$ cat src/core/io_seq_consts.svh
// Constants for the I/O processor address and data sequencer
`ifndef IO_SEQ_CONSTS_SVH
`define IO_SEQ_CONSTS_SVH
`define ADDR_HI_W        8
`define ADDR_W           10
`define BYTE_W           8
`define SEL_W            5
`define SUB_W            3
`define IND_W            8
`define ADDR_RESET       10'h000
`define BYTE_RESET       8'h00
`define IND_RESET        8'h00
`define SUB_FIRST        3'h0
`define SUB_TEN          3'h2
`define SUB_ELEVEN       3'h3
`define SUB_TWELVE       3'h4
`define SUB_THIRTEEN     3'h5
`define SUB_FOURTEEN     3'h6
`define SUB_LAST         3'h7
`define IND_COUNT_ZERO   0
`define IND_ORDER        1
`define IND_OUT          2
`define IND_TERM         3
`define IND_CHAIN        4
`define IND_TIC          5
`define IND_END_DATA     6
`define IND_END_SVC      7
`endif

$ cat src/core/io_seq_pkg.sv
// Types for the I/O processor address and data sequencer
package io_seq_pkg;
  typedef logic [2:0] subphase_t;
  typedef enum logic [2:0] {
    PH_IDLE    = 3'h0,
    PH_CONNECT = 3'h1,
    PH_SETUP   = 3'h3,
    PH_MAIN    = 3'h2
  } svc_state_e;
endpackage : io_seq_pkg

$ cat src/core/io_addr_data_sequencer.sv
// I/O processor address register, outgoing byte register and phase sequencer
//
`timescale 1ns/1ps
`include "io_seq_consts.svh"

module io_addr_data_sequencer (
  // Clock and reset
  input  wire logic                  SYS_CLK,
  input  wire logic                  SYS_RST,
  // Accumulator and CPU register sources
  input  wire logic [7:0]            ACCUM_BYTE,
  input  wire logic [3:0]            TERM_FLAG_BITS,
  // Controller pins (asynchronous)
  input  wire logic [7:0]            FUNCTION_RESPONSE_LINES,
  input  wire logic [7:0]            IN_DATA_LINES,
  input  wire logic                  IN_PARITY_LINE,
  input  wire logic                  PARITY_CHECK_REQ,
  input  wire logic                  SERVICE_CALL,
  input  wire logic                  CONTROLLER_READY,
  // CPU control terms
  input  wire logic                  ADDRESS_FROM_ACCUMULATOR,
  input  wire logic                  INTERRUPT_ACK_INSTRUCTION,
  input  wire logic                  BYTE_FROM_ACCUMULATOR,
  input  wire logic                  TERMINAL_ORDER_COND,
  input  wire logic                  AREA_SET_HI,
  input  wire logic                  AREA_SET_LO,
  input  wire logic                  AREA_CLEAR,
  input  wire logic                  PROCESSOR_OPTION_PRESENT,
  input  wire logic                  CONTEXT_SAVED,
  // Sequencing conditions
  input  wire logic                  IO_READ_COND,
  input  wire logic                  DATA_ORDER_READ,
  input  wire logic                  DATA_OUT_COND,
  input  wire logic                  DATA_IN_COND,
  input  wire logic                  NO_VALID_DATA_OUT,
  input  wire logic                  CHAINING_COND,
  input  wire logic                  ABORT_FLAG,
  input  wire logic                  RESTORE_DONE,
  input  wire logic [6:0]            BRANCH_TERMS,
  input  wire logic                  IND_LOAD,
  input  wire logic [7:0]            IND_VALUE,
  // Fast-memory selects and address
  output logic [9:0]                 CHANNEL_ADDRESS_REG,
  output logic [4:0]                 FAST_MEM_SELECT,
  output logic [1:0]                 FAST_MEM_AREA,
  // Outgoing byte and lines
  output logic [7:0]                 OUTGOING_BYTE_REG,
  output logic                       DATA_PARITY_LINE,
  output logic                       SERVICE_CALL_ACK,
  output logic                       END_DATA_LINE,
  output logic                       END_SERVICE_LINE,
  // Sequencer state
  output logic [3:0]                 MAIN_PHASE,
  output logic [7:0]                 SUBPHASE,
  output logic                       SETUP_PHASE_TERM,
  output logic                       SEQUENTIAL_STEP_ENABLE,
  output logic [7:0]                 INDICATORS,
  output logic [2:0]                 CYCLE_TYPE
);

  // ==========================================================================
  // Pin synchronisers
  // ==========================================================================
  // Every controller pin is seen two clocks late, so a service call costs
  // a few cycles more than the bare state count suggests.
  localparam int SW = 20;
  logic [SW-1:0] pin_s1_q;
  logic [SW-1:0] pin_s2_q;
  always_ff @(posedge SYS_CLK) begin
    if (SYS_RST) begin
      pin_s1_q <= '0;
      pin_s2_q <= '0;
    end else begin
      pin_s1_q <= {FUNCTION_RESPONSE_LINES, IN_DATA_LINES, IN_PARITY_LINE,
                   PARITY_CHECK_REQ, SERVICE_CALL, CONTROLLER_READY};
      pin_s2_q <= pin_s1_q;
    end
  end
  logic [7:0] resp_s;
  logic [7:0] din_s;
  logic       dpar_s;
  logic       pchk_s;
  logic       sc_s;
  logic       rdy_s;
  assign {resp_s, din_s, dpar_s, pchk_s, sc_s, rdy_s} = pin_s2_q;

  // The pin bundle must fill the synchroniser exactly
  if (SW != 2 * `BYTE_W + 4) begin : g_sync_width
    $error("pin synchroniser width differs from the pin bundle");
  end

  // ==========================================================================
  // Service call connect and setup
  // ==========================================================================
  io_seq_pkg::svc_state_e svc_q;
  logic                   setup;
  assign setup            = (svc_q == io_seq_pkg::PH_SETUP);
  assign SETUP_PHASE_TERM = setup;
  assign SERVICE_CALL_ACK = (svc_q == io_seq_pkg::PH_CONNECT);

  // An abort skips setup, so address and cycle type keep their old values;
  // phase one then carries the abort handling.
  // A pending call connects only once the previous call's restore is done
  always_ff @(posedge SYS_CLK) begin
    if (SYS_RST) begin
      svc_q <= io_seq_pkg::PH_IDLE;
    end else begin
      case (svc_q)
        io_seq_pkg::PH_IDLE: begin
          if (sc_s)
            svc_q <= io_seq_pkg::PH_CONNECT;
        end
        io_seq_pkg::PH_CONNECT: begin
          if (ABORT_FLAG)
            svc_q <= io_seq_pkg::PH_MAIN;
          else if (rdy_s && CONTEXT_SAVED)
            svc_q <= io_seq_pkg::PH_SETUP;
        end
        io_seq_pkg::PH_SETUP: svc_q <= io_seq_pkg::PH_MAIN; // One clock long
        io_seq_pkg::PH_MAIN: begin
          if (sc_s && RESTORE_DONE)
            svc_q <= io_seq_pkg::PH_CONNECT;
          else if (RESTORE_DONE)
            svc_q <= io_seq_pkg::PH_IDLE;
        end
        default: svc_q <= io_seq_pkg::PH_IDLE;
      endcase
    end
  end

  // Cycle type recorded at setup from the order-read, data-out and I/O read conditions
  // It stands until the next setup, so later phases may still consult it
  always_ff @(posedge SYS_CLK) begin
    if (SYS_RST)
      CYCLE_TYPE <= 3'h0;
    else if (setup)
      CYCLE_TYPE <= {DATA_ORDER_READ, DATA_OUT_COND, IO_READ_COND};
  end

  // ==========================================================================
  // Channel address register
  // ==========================================================================
  logic addr_from_resp;
  logic addr_clear;
  assign addr_from_resp = setup || INTERRUPT_ACK_INSTRUCTION;
  assign addr_clear     = ADDRESS_FROM_ACCUMULATOR || addr_from_resp;
  // Both sources OR into the cleared field; the CPU never raises both together

  always_ff @(posedge SYS_CLK) begin
    if (SYS_RST) begin
      CHANNEL_ADDRESS_REG <= `ADDR_RESET;
    end else begin
      if (addr_clear)
        CHANNEL_ADDRESS_REG[9:2] <=
          (ADDRESS_FROM_ACCUMULATOR ? ACCUM_BYTE : 8'h00) |
          (addr_from_resp ? resp_s : 8'h00);
      // Area bits are held clear through setup so area 0 is read first
      if (setup || AREA_CLEAR) begin
        CHANNEL_ADDRESS_REG[1:0] <= 2'h0;
      end else begin
        if (AREA_SET_HI)
          CHANNEL_ADDRESS_REG[1] <= 1'b1;
        if (AREA_SET_LO && PROCESSOR_OPTION_PRESENT)
          CHANNEL_ADDRESS_REG[0] <= 1'b1;
      end
    end
  end

  // Bit 9 of the register is address bit 0 (big-endian numbering)
  logic [7:0] a;
  assign a = CHANNEL_ADDRESS_REG[9:2];
  logic multi;
  assign multi = a[7];
  logic group_select_hi;
  logic group_select_lo;
  logic channel_select_2;
  logic channel_select_1;
  logic channel_select_0;
  // Multidevice controllers all sit in group 0, so both group selects drop
  assign group_select_hi  = a[4] & ~multi;
  assign group_select_lo  = a[3] & ~multi;
  assign channel_select_2 = multi ? a[6] : a[2];
  assign channel_select_1 = multi ? a[5] : a[1];
  assign channel_select_0 = multi ? a[4] : a[0];
  assign FAST_MEM_SELECT  = {group_select_hi, group_select_lo,
                             channel_select_2, channel_select_1, channel_select_0};
  // Area 0/1 address four bytes, 2/3 the single fifth byte
  assign FAST_MEM_AREA    = CHANNEL_ADDRESS_REG[1:0];

  // ==========================================================================
  // Outgoing byte register and parity
  // ==========================================================================
  // Lower bits load only from the accumulator; a terminal order leaves them alone
  logic byte_clear;
  assign byte_clear = BYTE_FROM_ACCUMULATOR || TERMINAL_ORDER_COND || setup;

  always_ff @(posedge SYS_CLK) begin
    if (SYS_RST) begin
      OUTGOING_BYTE_REG <= `BYTE_RESET;
    end else begin
      if (byte_clear)
        OUTGOING_BYTE_REG[7:4] <=
          (TERMINAL_ORDER_COND ? TERM_FLAG_BITS : 4'h0) |
          (BYTE_FROM_ACCUMULATOR ? ACCUM_BYTE[7:4] : 4'h0);
      if (BYTE_FROM_ACCUMULATOR)
        OUTGOING_BYTE_REG[3:0] <= ACCUM_BYTE[3:0];
    end
  end

  // ==========================================================================
  // Main phases and subphases
  // ==========================================================================
  logic [3:0]              ph_q;
  io_seq_pkg::subphase_t   sub_q;
  logic                    at_sub8;
  logic                    at_sub12;
  logic                    at_sub14;
  logic                    at_sub15;
  assign at_sub8  = (sub_q == `SUB_FIRST);
  assign at_sub12 = (sub_q == `SUB_TWELVE);
  assign at_sub14 = (sub_q == `SUB_FOURTEEN);
  assign at_sub15 = (sub_q == `SUB_LAST);

  logic count_zero;
  assign count_zero = INDICATORS[`IND_COUNT_ZERO];
  logic dchain;
  assign dchain = INDICATORS[`IND_CHAIN];

  // Phases are not strictly sequential: a phase flop stays set until its own
  // reset term, and more than one may stand at once when a set and the old
  // phase overlap. All of them share the one subphase counter, so a new
  // phase picks up wherever that counter stands.
  logic [3:0] ph_set;
  logic [3:0] ph_rst;
  logic       end2;
  assign end2 = count_zero & ph_q[2] & (at_sub14 | at_sub15);
  logic nvd;
  assign nvd = ph_q[0] & at_sub14 & DATA_OUT_COND & NO_VALID_DATA_OUT;
  always_comb begin
    ph_rst[0] = (IO_READ_COND & ph_q[0] & at_sub12) | (ph_q[0] & at_sub15) | nvd;
    ph_set[0] = setup | end2 | (ph_q[3] & at_sub15);
    ph_rst[1] = ph_q[1] & at_sub8 & dchain & CHAINING_COND;
    ph_set[1] = (ph_q[0] & at_sub15) | (ABORT_FLAG && svc_q == io_seq_pkg::PH_CONNECT)
                | nvd;
    ph_rst[2] = end2;
    ph_set[2] = ph_q[0] & at_sub12 & IO_READ_COND & ~DATA_ORDER_READ;
    ph_rst[3] = ph_q[3] & at_sub15;
    ph_set[3] = (ph_q[0] & at_sub12 & DATA_ORDER_READ & IO_READ_COND) | ph_rst[1];
  end

  // Each phase flop is its own latch; set dominates so entry is never lost
  always_ff @(posedge SYS_CLK) begin
    if (SYS_RST)
      ph_q <= 4'h0;
    else
      ph_q <= ph_set | (ph_q & ~ph_rst);
  end
  assign MAIN_PHASE = ph_q;

  // Branch bits: 8, 10, 11, 12, 13, 15 (bit 6 spare reserved as zero)
  // Setup counts as a branch to subphase 8, so no step can slip past it
  // while the address and the first phase are being loaded.
  logic any_branch;
  assign any_branch = |BRANCH_TERMS[5:0] | setup;
  assign SEQUENTIAL_STEP_ENABLE = ~any_branch & ~SYS_RST;

  always_ff @(posedge SYS_CLK) begin
    if (SYS_RST) begin
      sub_q <= `SUB_FIRST;
    end else if (BRANCH_TERMS[0] || setup) begin
      sub_q <= `SUB_FIRST;
    end else if (BRANCH_TERMS[1]) begin
      sub_q <= `SUB_TEN;
    end else if (BRANCH_TERMS[2]) begin
      sub_q <= `SUB_ELEVEN;
    end else if (BRANCH_TERMS[3]) begin
      sub_q <= `SUB_TWELVE;
    end else if (BRANCH_TERMS[4]) begin
      sub_q <= `SUB_THIRTEEN;
    end else if (BRANCH_TERMS[5]) begin
      sub_q <= `SUB_LAST;
    end else if (|ph_q && !at_sub15) begin
      // Subphase 15 holds until a branch or a new setup moves it
      sub_q <= sub_q + 3'h1;
    end
  end

  always_comb begin
    SUBPHASE = 8'h00;
    SUBPHASE[sub_q] = 1'b1;
  end

  // ==========================================================================
  // Indicators and data parity
  // ==========================================================================
  always_ff @(posedge SYS_CLK) begin
    if (SYS_RST)
      INDICATORS <= `IND_RESET;
    else if (IND_LOAD)
      INDICATORS <= IND_VALUE;
  end
  // Indicators are loaded whole; the sequencer reads the count and chain bits and drives the end lines from bits 6 and 7
  assign END_DATA_LINE    = INDICATORS[`IND_END_DATA];
  assign END_SERVICE_LINE = INDICATORS[`IND_END_SVC];

  // The data-in error only sets; the next subphase-13 load in phase zero overwrites it with the data-out parity term,
  // so software must read it before that point.
  logic parity_generator_term;
  assign parity_generator_term = ~(^OUTGOING_BYTE_REG);
  logic in_bad;
  assign in_bad = ~(^{din_s, dpar_s});

  always_ff @(posedge SYS_CLK) begin
    if (SYS_RST)
      DATA_PARITY_LINE <= 1'b0;
    else if (ph_q[0] && sub_q == `SUB_THIRTEEN)
      DATA_PARITY_LINE <= DATA_OUT_COND & parity_generator_term;
    else if (ph_q[0] && at_sub14 && DATA_IN_COND && pchk_s && in_bad)
      DATA_PARITY_LINE <= 1'b1;
  end

endmodule : io_addr_data_sequencer

$ cat config.mk
export PLATFORM = sky130hd
export DESIGN_NAME = io_addr_data_sequencer
export DESIGN_NICKNAME = d
export VERILOG_FILES = /design/src/core/io_seq_pkg.sv /design/src/core/io_addr_data_sequencer.sv
export VERILOG_INCLUDE_DIRS = /design/src /design/src/core
export SDC_FILE = /design/constraint.sdc
export NUM_CORES = 1
export LEC_CHECK = 0
export BUFFER_PORTS_ARGS = -buffer_cell sky130_fd_sc_hd__buf_2
export CORE_UTILIZATION = 51
export CTS_CLUSTER_SIZE = 10
export DETAILED_ROUTE_END_ITERATION = 10
export HOLD_SLACK_MARGIN = 0.15
export MAX_ROUTING_LAYER = met4
export PLACE_DENSITY = 0.84
export RECOVER_POWER = 100
export SYNTH_ARGS = -nofsm -noshare
export SYNTH_HDL_FRONTEND = slang
export SYNTH_SLANG_ARGS = --single-unit
$ cat constraint.sdc
create_clock -name SYS_CLK -period 5.4 [get_ports SYS_CLK]
set_clock_uncertainty 0.15 [all_clocks]
set_input_delay 1.08 -clock SYS_CLK [delete_from_list [all_inputs] [get_ports SYS_CLK]]
set_output_delay 1.08 -clock SYS_CLK [all_outputs]
set_load 0.03 [all_outputs]
* Word-level counts from Yosys, hierarchy flattened
Index checks and enable logic that the tools add are counted.
** Word-level totals
- Flip-flop bits (word level) :: 80
- Bits of input ports :: 67
- Output and inout port bits :: 54
- Logic and storage cells :: 125
** Operators by class
- $add $sub $neg :: 1
- $lt $le $gt $ge :: 2
- Eq/ne operators :: 10
- Mux-type cells :: 23
- Bitwise operators :: 41
- Reductions and logical operators :: 33
** Operator list (number)
- $mux 3 :: 9
- $and 1x1->1 :: 21
- $mux 8 :: 2
- $eq 3x3->1 const B :: 4
- $pmux 3 s4 :: 1
- $logic_and 1x1->1 :: 11
- $or 1x1->1 :: 9
- $reduce_xor 9->1 :: 1
- $mux 4 :: 2
- $or 4x4->4 :: 2
- $or 8x8->8 :: 1
- $reduce_or 4->1 :: 2
- $reduce_xor 8->1 :: 1
- $eq 3x2->1 const B :: 2
- $logic_not 3->1 :: 2
- $logic_or 1x1->1 :: 6
- $mux 1 :: 6
- $not 1->1 :: 6
- $reduce_bool 6->1 :: 1
- $reduce_or 6->1 :: 1
- $reduce_bool 5->1 :: 1
- $and 4x4->4 :: 1
- $lt 3x4->1 const B :: 1
- $mux 2 :: 2
- 14 further kinds :: 15

* Depth between registers and ports, before layout
- Word-level depth :: 9
- Depth in mapped cells :: 7
- Depth with buffers taken out :: 7

* Worst setup path before layout
Ideal clock, no wire load.
- Kind :: input to output
- From :: in BRANCH_TERMS[0]
- To :: out SEQUENTIAL_STEP_ENABLE
- Arrival time :: 1732 ps
- Required time :: 4170 ps
- Path slack :: 2438 ps
- Cell stages on the path :: 2
- Cell sequence :: nor3_1 > and3_1
** Between the ends
- Word-level cells in the longest chain between the ends :: 4
** Ends and longest elaborated chain
- from (decl) :: RTL line io_addr_data_sequencer.sv:39 : input wire logic [6:0] BRANCH_TERMS,
- $reduce_or 6->1 :: RTL line io_addr_data_sequencer.sv:264 : assign any_branch = |BRANCH_TERMS[5:0] | setup;
- $or 1x1->1 :: RTL line io_addr_data_sequencer.sv:264
- $not 1->1 :: RTL line io_addr_data_sequencer.sv:265 : assign SEQUENTIAL_STEP_ENABLE = ~any_branch & ~SYS_RST;
- $and 1x1->1 :: RTL line io_addr_data_sequencer.sv:265
- to (decl) :: RTL line io_addr_data_sequencer.sv:56 : output logic SEQUENTIAL_STEP_ENABLE,
Every way passes these cells.

* Worst setup path in the final report
- From :: in SYS_RST
- To :: reg CHANNEL_ADDRESS_REG[0]
** Between the ends
- Word-level cells in the longest chain between the ends :: 1
** Ends and longest elaborated chain
- from (decl) :: RTL line io_addr_data_sequencer.sv:9 : input wire logic SYS_RST,
- $reduce_or 2->1 (no line)
- to (signal assigned) :: RTL line io_addr_data_sequencer.sv:151 : CHANNEL_ADDRESS_REG <= `ADDR_RESET;
- to (decl) :: RTL line io_addr_data_sequencer.sv:43 : output logic [9:0] CHANNEL_ADDRESS_REG,
Every way passes these cells.
A chain may end at the register's enable or synchronous reset.

==> impl_metrics.csv <==
group,metric,value,unit
floorplanning,die_y,78.46,um
worst_setup_path,crit_type,"primary input to flip-flop",
global_routing,grt_max_degree,77,
worst_setup_path,start_kind,"primary input",
routing,vias,2427,
sta,fin_crit_sh,0.7067,
routing,drt_iter0_drc,116,
synthesis,ys_top_cells_by_count,"79 x dfxtp_1, 44 x nor2b_1, 32 x nor2_1",
synthesis,synth_top_family_by_area,"simple AND/OR/NAND/NOR gates",
synthesis,ys_ff_latch,79,
run_status,failed_checks,"max-capacitance violations, max-slew violations",
floorplanning,die-area,6156,um^2
placement,hpwlAfterDp,4608,um
global_routing,antenna_found_initial,0,
synthesis,synth.most_common_cell,"dfxtp_1",
synthesis,synth_top_area_share,0.5304,
clock_network,root_buffer,"clkbuf_8",
routing,ant_nets,0,
synthesis,synthMuxAreaShare,0.05497,
clock_network,cts_tree,"yes",
synthesis,ys.flop_type,"dfxtp_1",
sta,min_period,3.816,ns
placement,finalWeightedCongestion,0.8755,
sta,fmax,0.2620,GHz
worst_setup_path,startpoint,"SYS_RST",
synthesis,synth-compound-area-share,0.09778,
global_routing,use_met3,0.06512,
run_status,outcome,"finished with violations",
finish,drive_gt1_frac,0.1948,
finish,area_delta_synth_final,22.79,%
synthesis,ys_warn_count,0,
worst_setup_path,crit_required,5.31,ns
pwr,leakage,1.539,nW
floorplanning,core_area,5574,um^2
clock_network,clk_pin_slew_worst_paths,0.08,ns
worst_setup_path,reg2reg_from,"sub_q[0]$_SDFFE_PP0P_",
global_routing,grtUsageMet1,0.2700,
clock_network,cts_sinks,79,
finish,final_area,3661,um^2
worst_setup_path,end_kind,"flip-flop",
sta,rsz0062_at_grt,"false",
synthesis,seq_area_frac_synth,0.5304,
synthesis,synth_top_cell_by_area,"dfxtp_1",
global_routing,busiest_layer,"met2",
placement,placed_area,3558,um^2
routing,first_pass_iters,5,
sta,max-slew-margin-rel,-1.039,
floorplanning,start_util,0.5349,
min_path,hold_path.class,"flip-flop to flip-flop",
global_routing,grt_pass1_wl,10120,um
run,maxCapViolCount,1,
sta,maxSlewViolCount,77,
synthesis,yosysUniqueCellTypes,33,
sta,fin_setup_tns,0,ns
routing,wl,6247,um
global_routing,grt-ovfl-total,0,
sta,setup_viol,0,
finish,final_nets,488,
finish,final.fill_count,496,
floorplanning,rows,27,
synthesis,async_flop_share,0,
floorplanning,io_pins,121,
routing,via_per_inst,4.923,
routing,drc,0,
sta,hold_viol_final,0,
placement,port_buffers,119,
clock_network,postCtsHoldBufs,0,
finish,antennaDiodeCount,0,
clock_network,insertion_delay,0.33,ns
worst_setup_path,cp_max_fo,76,
global_routing,grtUsageTotal,0.2191,
min_path,hold_start,"pin_s1_q[17]$_SDFF_PP0_",
clock_network,cts_buffer_depth,2,
floorplanning,die_x,78.46,um
synthesis,synthXorXnorAreaFrac,0.04574,
clock_network,post-cts-setup-buffers,0,
synthesis,synth_area_leaders,"dfxtp_1 53%, nor2b_1 9.2%, mux2i_1 4.4%",
clock_network,cts_made_buffers,9,
synthesis,synthSimpleGateAreaFrac,0.2048,
worst_setup_path,crit_arrival,3.73,ns
synthesis,synth_edf_count,0,
routing,wl_per_cell,12.67,um
sta,worst_pin_slew,3.058,ns
synthesis,synth-adder-area-share,0.02098,
pwr,peakVddDrop,0.2201,mV
pwr,power.density,317.6,nW/um^2
synthesis,syn_nets,379,
synthesis,syn-cell-area,2982,um^2
synthesis,netlist_instances,307,
clock_network,cts_max_level,3,
synthesis,post_synth.cell_area_avg,9.712,um^2
global_routing,grt_pass1_vias,2239,
global_routing,grtUsageMet2,0.3404,
clock_network,ctsResizeCount,0,
## layout make-up
class                      count  area, um^2  area share
multi-input combinational    201        1265      0.3455
tap                           72       90.09     0.02461
timing repair buffer         120       530.5      0.1449
clock buffer                  11       141.4     0.03862
inverter                       5       18.77    0.005126
sequential                    79        1582      0.4320
clock inverter                 5       33.78    0.009228
## cells by family after synthesis
family	Yosys count
simple gates	120
buf+inv	27
flops	79
fa+ha+maj	5
xor+xnor	14
compound gates	46
mux	16
## registers in the layout (all words and copies together), names as in the netlist
signal	cells
pin_s1_q	20
OUTGOING_BYTE_REG	8
sub_q	3
CYCLE_TYPE	3
pin_s2_q	20
CHANNEL_ADDRESS_REG	10
INDICATORS	8
svc_q	2
DATA_PARITY_LINE	1
MAIN_PHASE	4
## per-layer routing
metal | vias to the layer above | wire, um
met2 | 88 | 3004
met3 | 4 | 394
met5 | - | 0
met4 | 0 | 56
li1 | 1245 | -
met1 | 1090 | 2792
## critical path: stages
cell	delay (ns)
clkbuf_1	0.16
clkbuf_1	2.19
nor4_1	0.27
## layout by cell type (no fill, tap or decap)
cell	n
clkbuf_8	10
a211oi_1	3
dfxtp_1	79
mux2_2	3
nand2_1	20
or3_1	1
clkinv_2	2
xor2_1	2
mux2i_1	13
nor3_1	7
and3_1	4
nand3_1	4
a31oi_1	4
a21oi_1	22
a22oi_1	9
nor4_1	3
nor2b_1	44
xnor3_1	1
nand4_1	2
clkinv_1	1
nor3b_1	1
xnor2_1	11
a41oi_1	1
clkbuf_1	57
o21ai_0	2
nand2b_1	1
buf_2	64
a32oi_1	1
a222oi_1	3
o31a_1	1
inv_1	4
clkinvlp_4	2
ha_1	5
nand4b_1	1
clkinv_4	1
nor2_1	32
## per-stage QoR
stage | hold WS (ns) | power, mW | util | setup WS (ns) | std cells
5_1_grt | 0.3118 | 1.222 | 0.6568 | 1.207 | 493
6_report | 0.2875 | 1.163 | 0.6568 | 1.584 | 493
3_3_place_gp | 0.2692 | 0.7956 | 0.6384 | 2.187 | 477
2_1_floorplan | 0.2638 | 0.7468 | - | 2.438 | 307
4_1_cts | 0.2895 | 1.177 | 0.6698 | 2.127 | 493
3_5_place_dp | 0.2712 | 0.8005 | 0.6384 | 2.134 | 477
## final timing paths
check / end / slack [ns] / depth (start not counted)
worst max-delay path: CHANNEL_ADDRESS_REG[0]$_SDFFE_PP0P_ / 1.58 / 3
worst min-delay path: pin_s2_q[17]$_SDFF_PP0_ / 0.29 / 1
worst max register to register: sub_q[0]$_SDFFE_PP0P_ / 3.42 / 6
worst min register to register: pin_s2_q[17]$_SDFF_PP0_ / 0.29 / 1
## where the power goes
group / internal [mW] / leakage [nW] / switching, mW / total [mW]
clock: 0.179 / 0.0853 / 0.201 / 0.380
sequential: 0.610 / 0.651 / 0.0169 / 0.627
combinational: 0.0631 / 0.803 / 0.0931 / 0.156
Power figures use the tool's default switching activity.
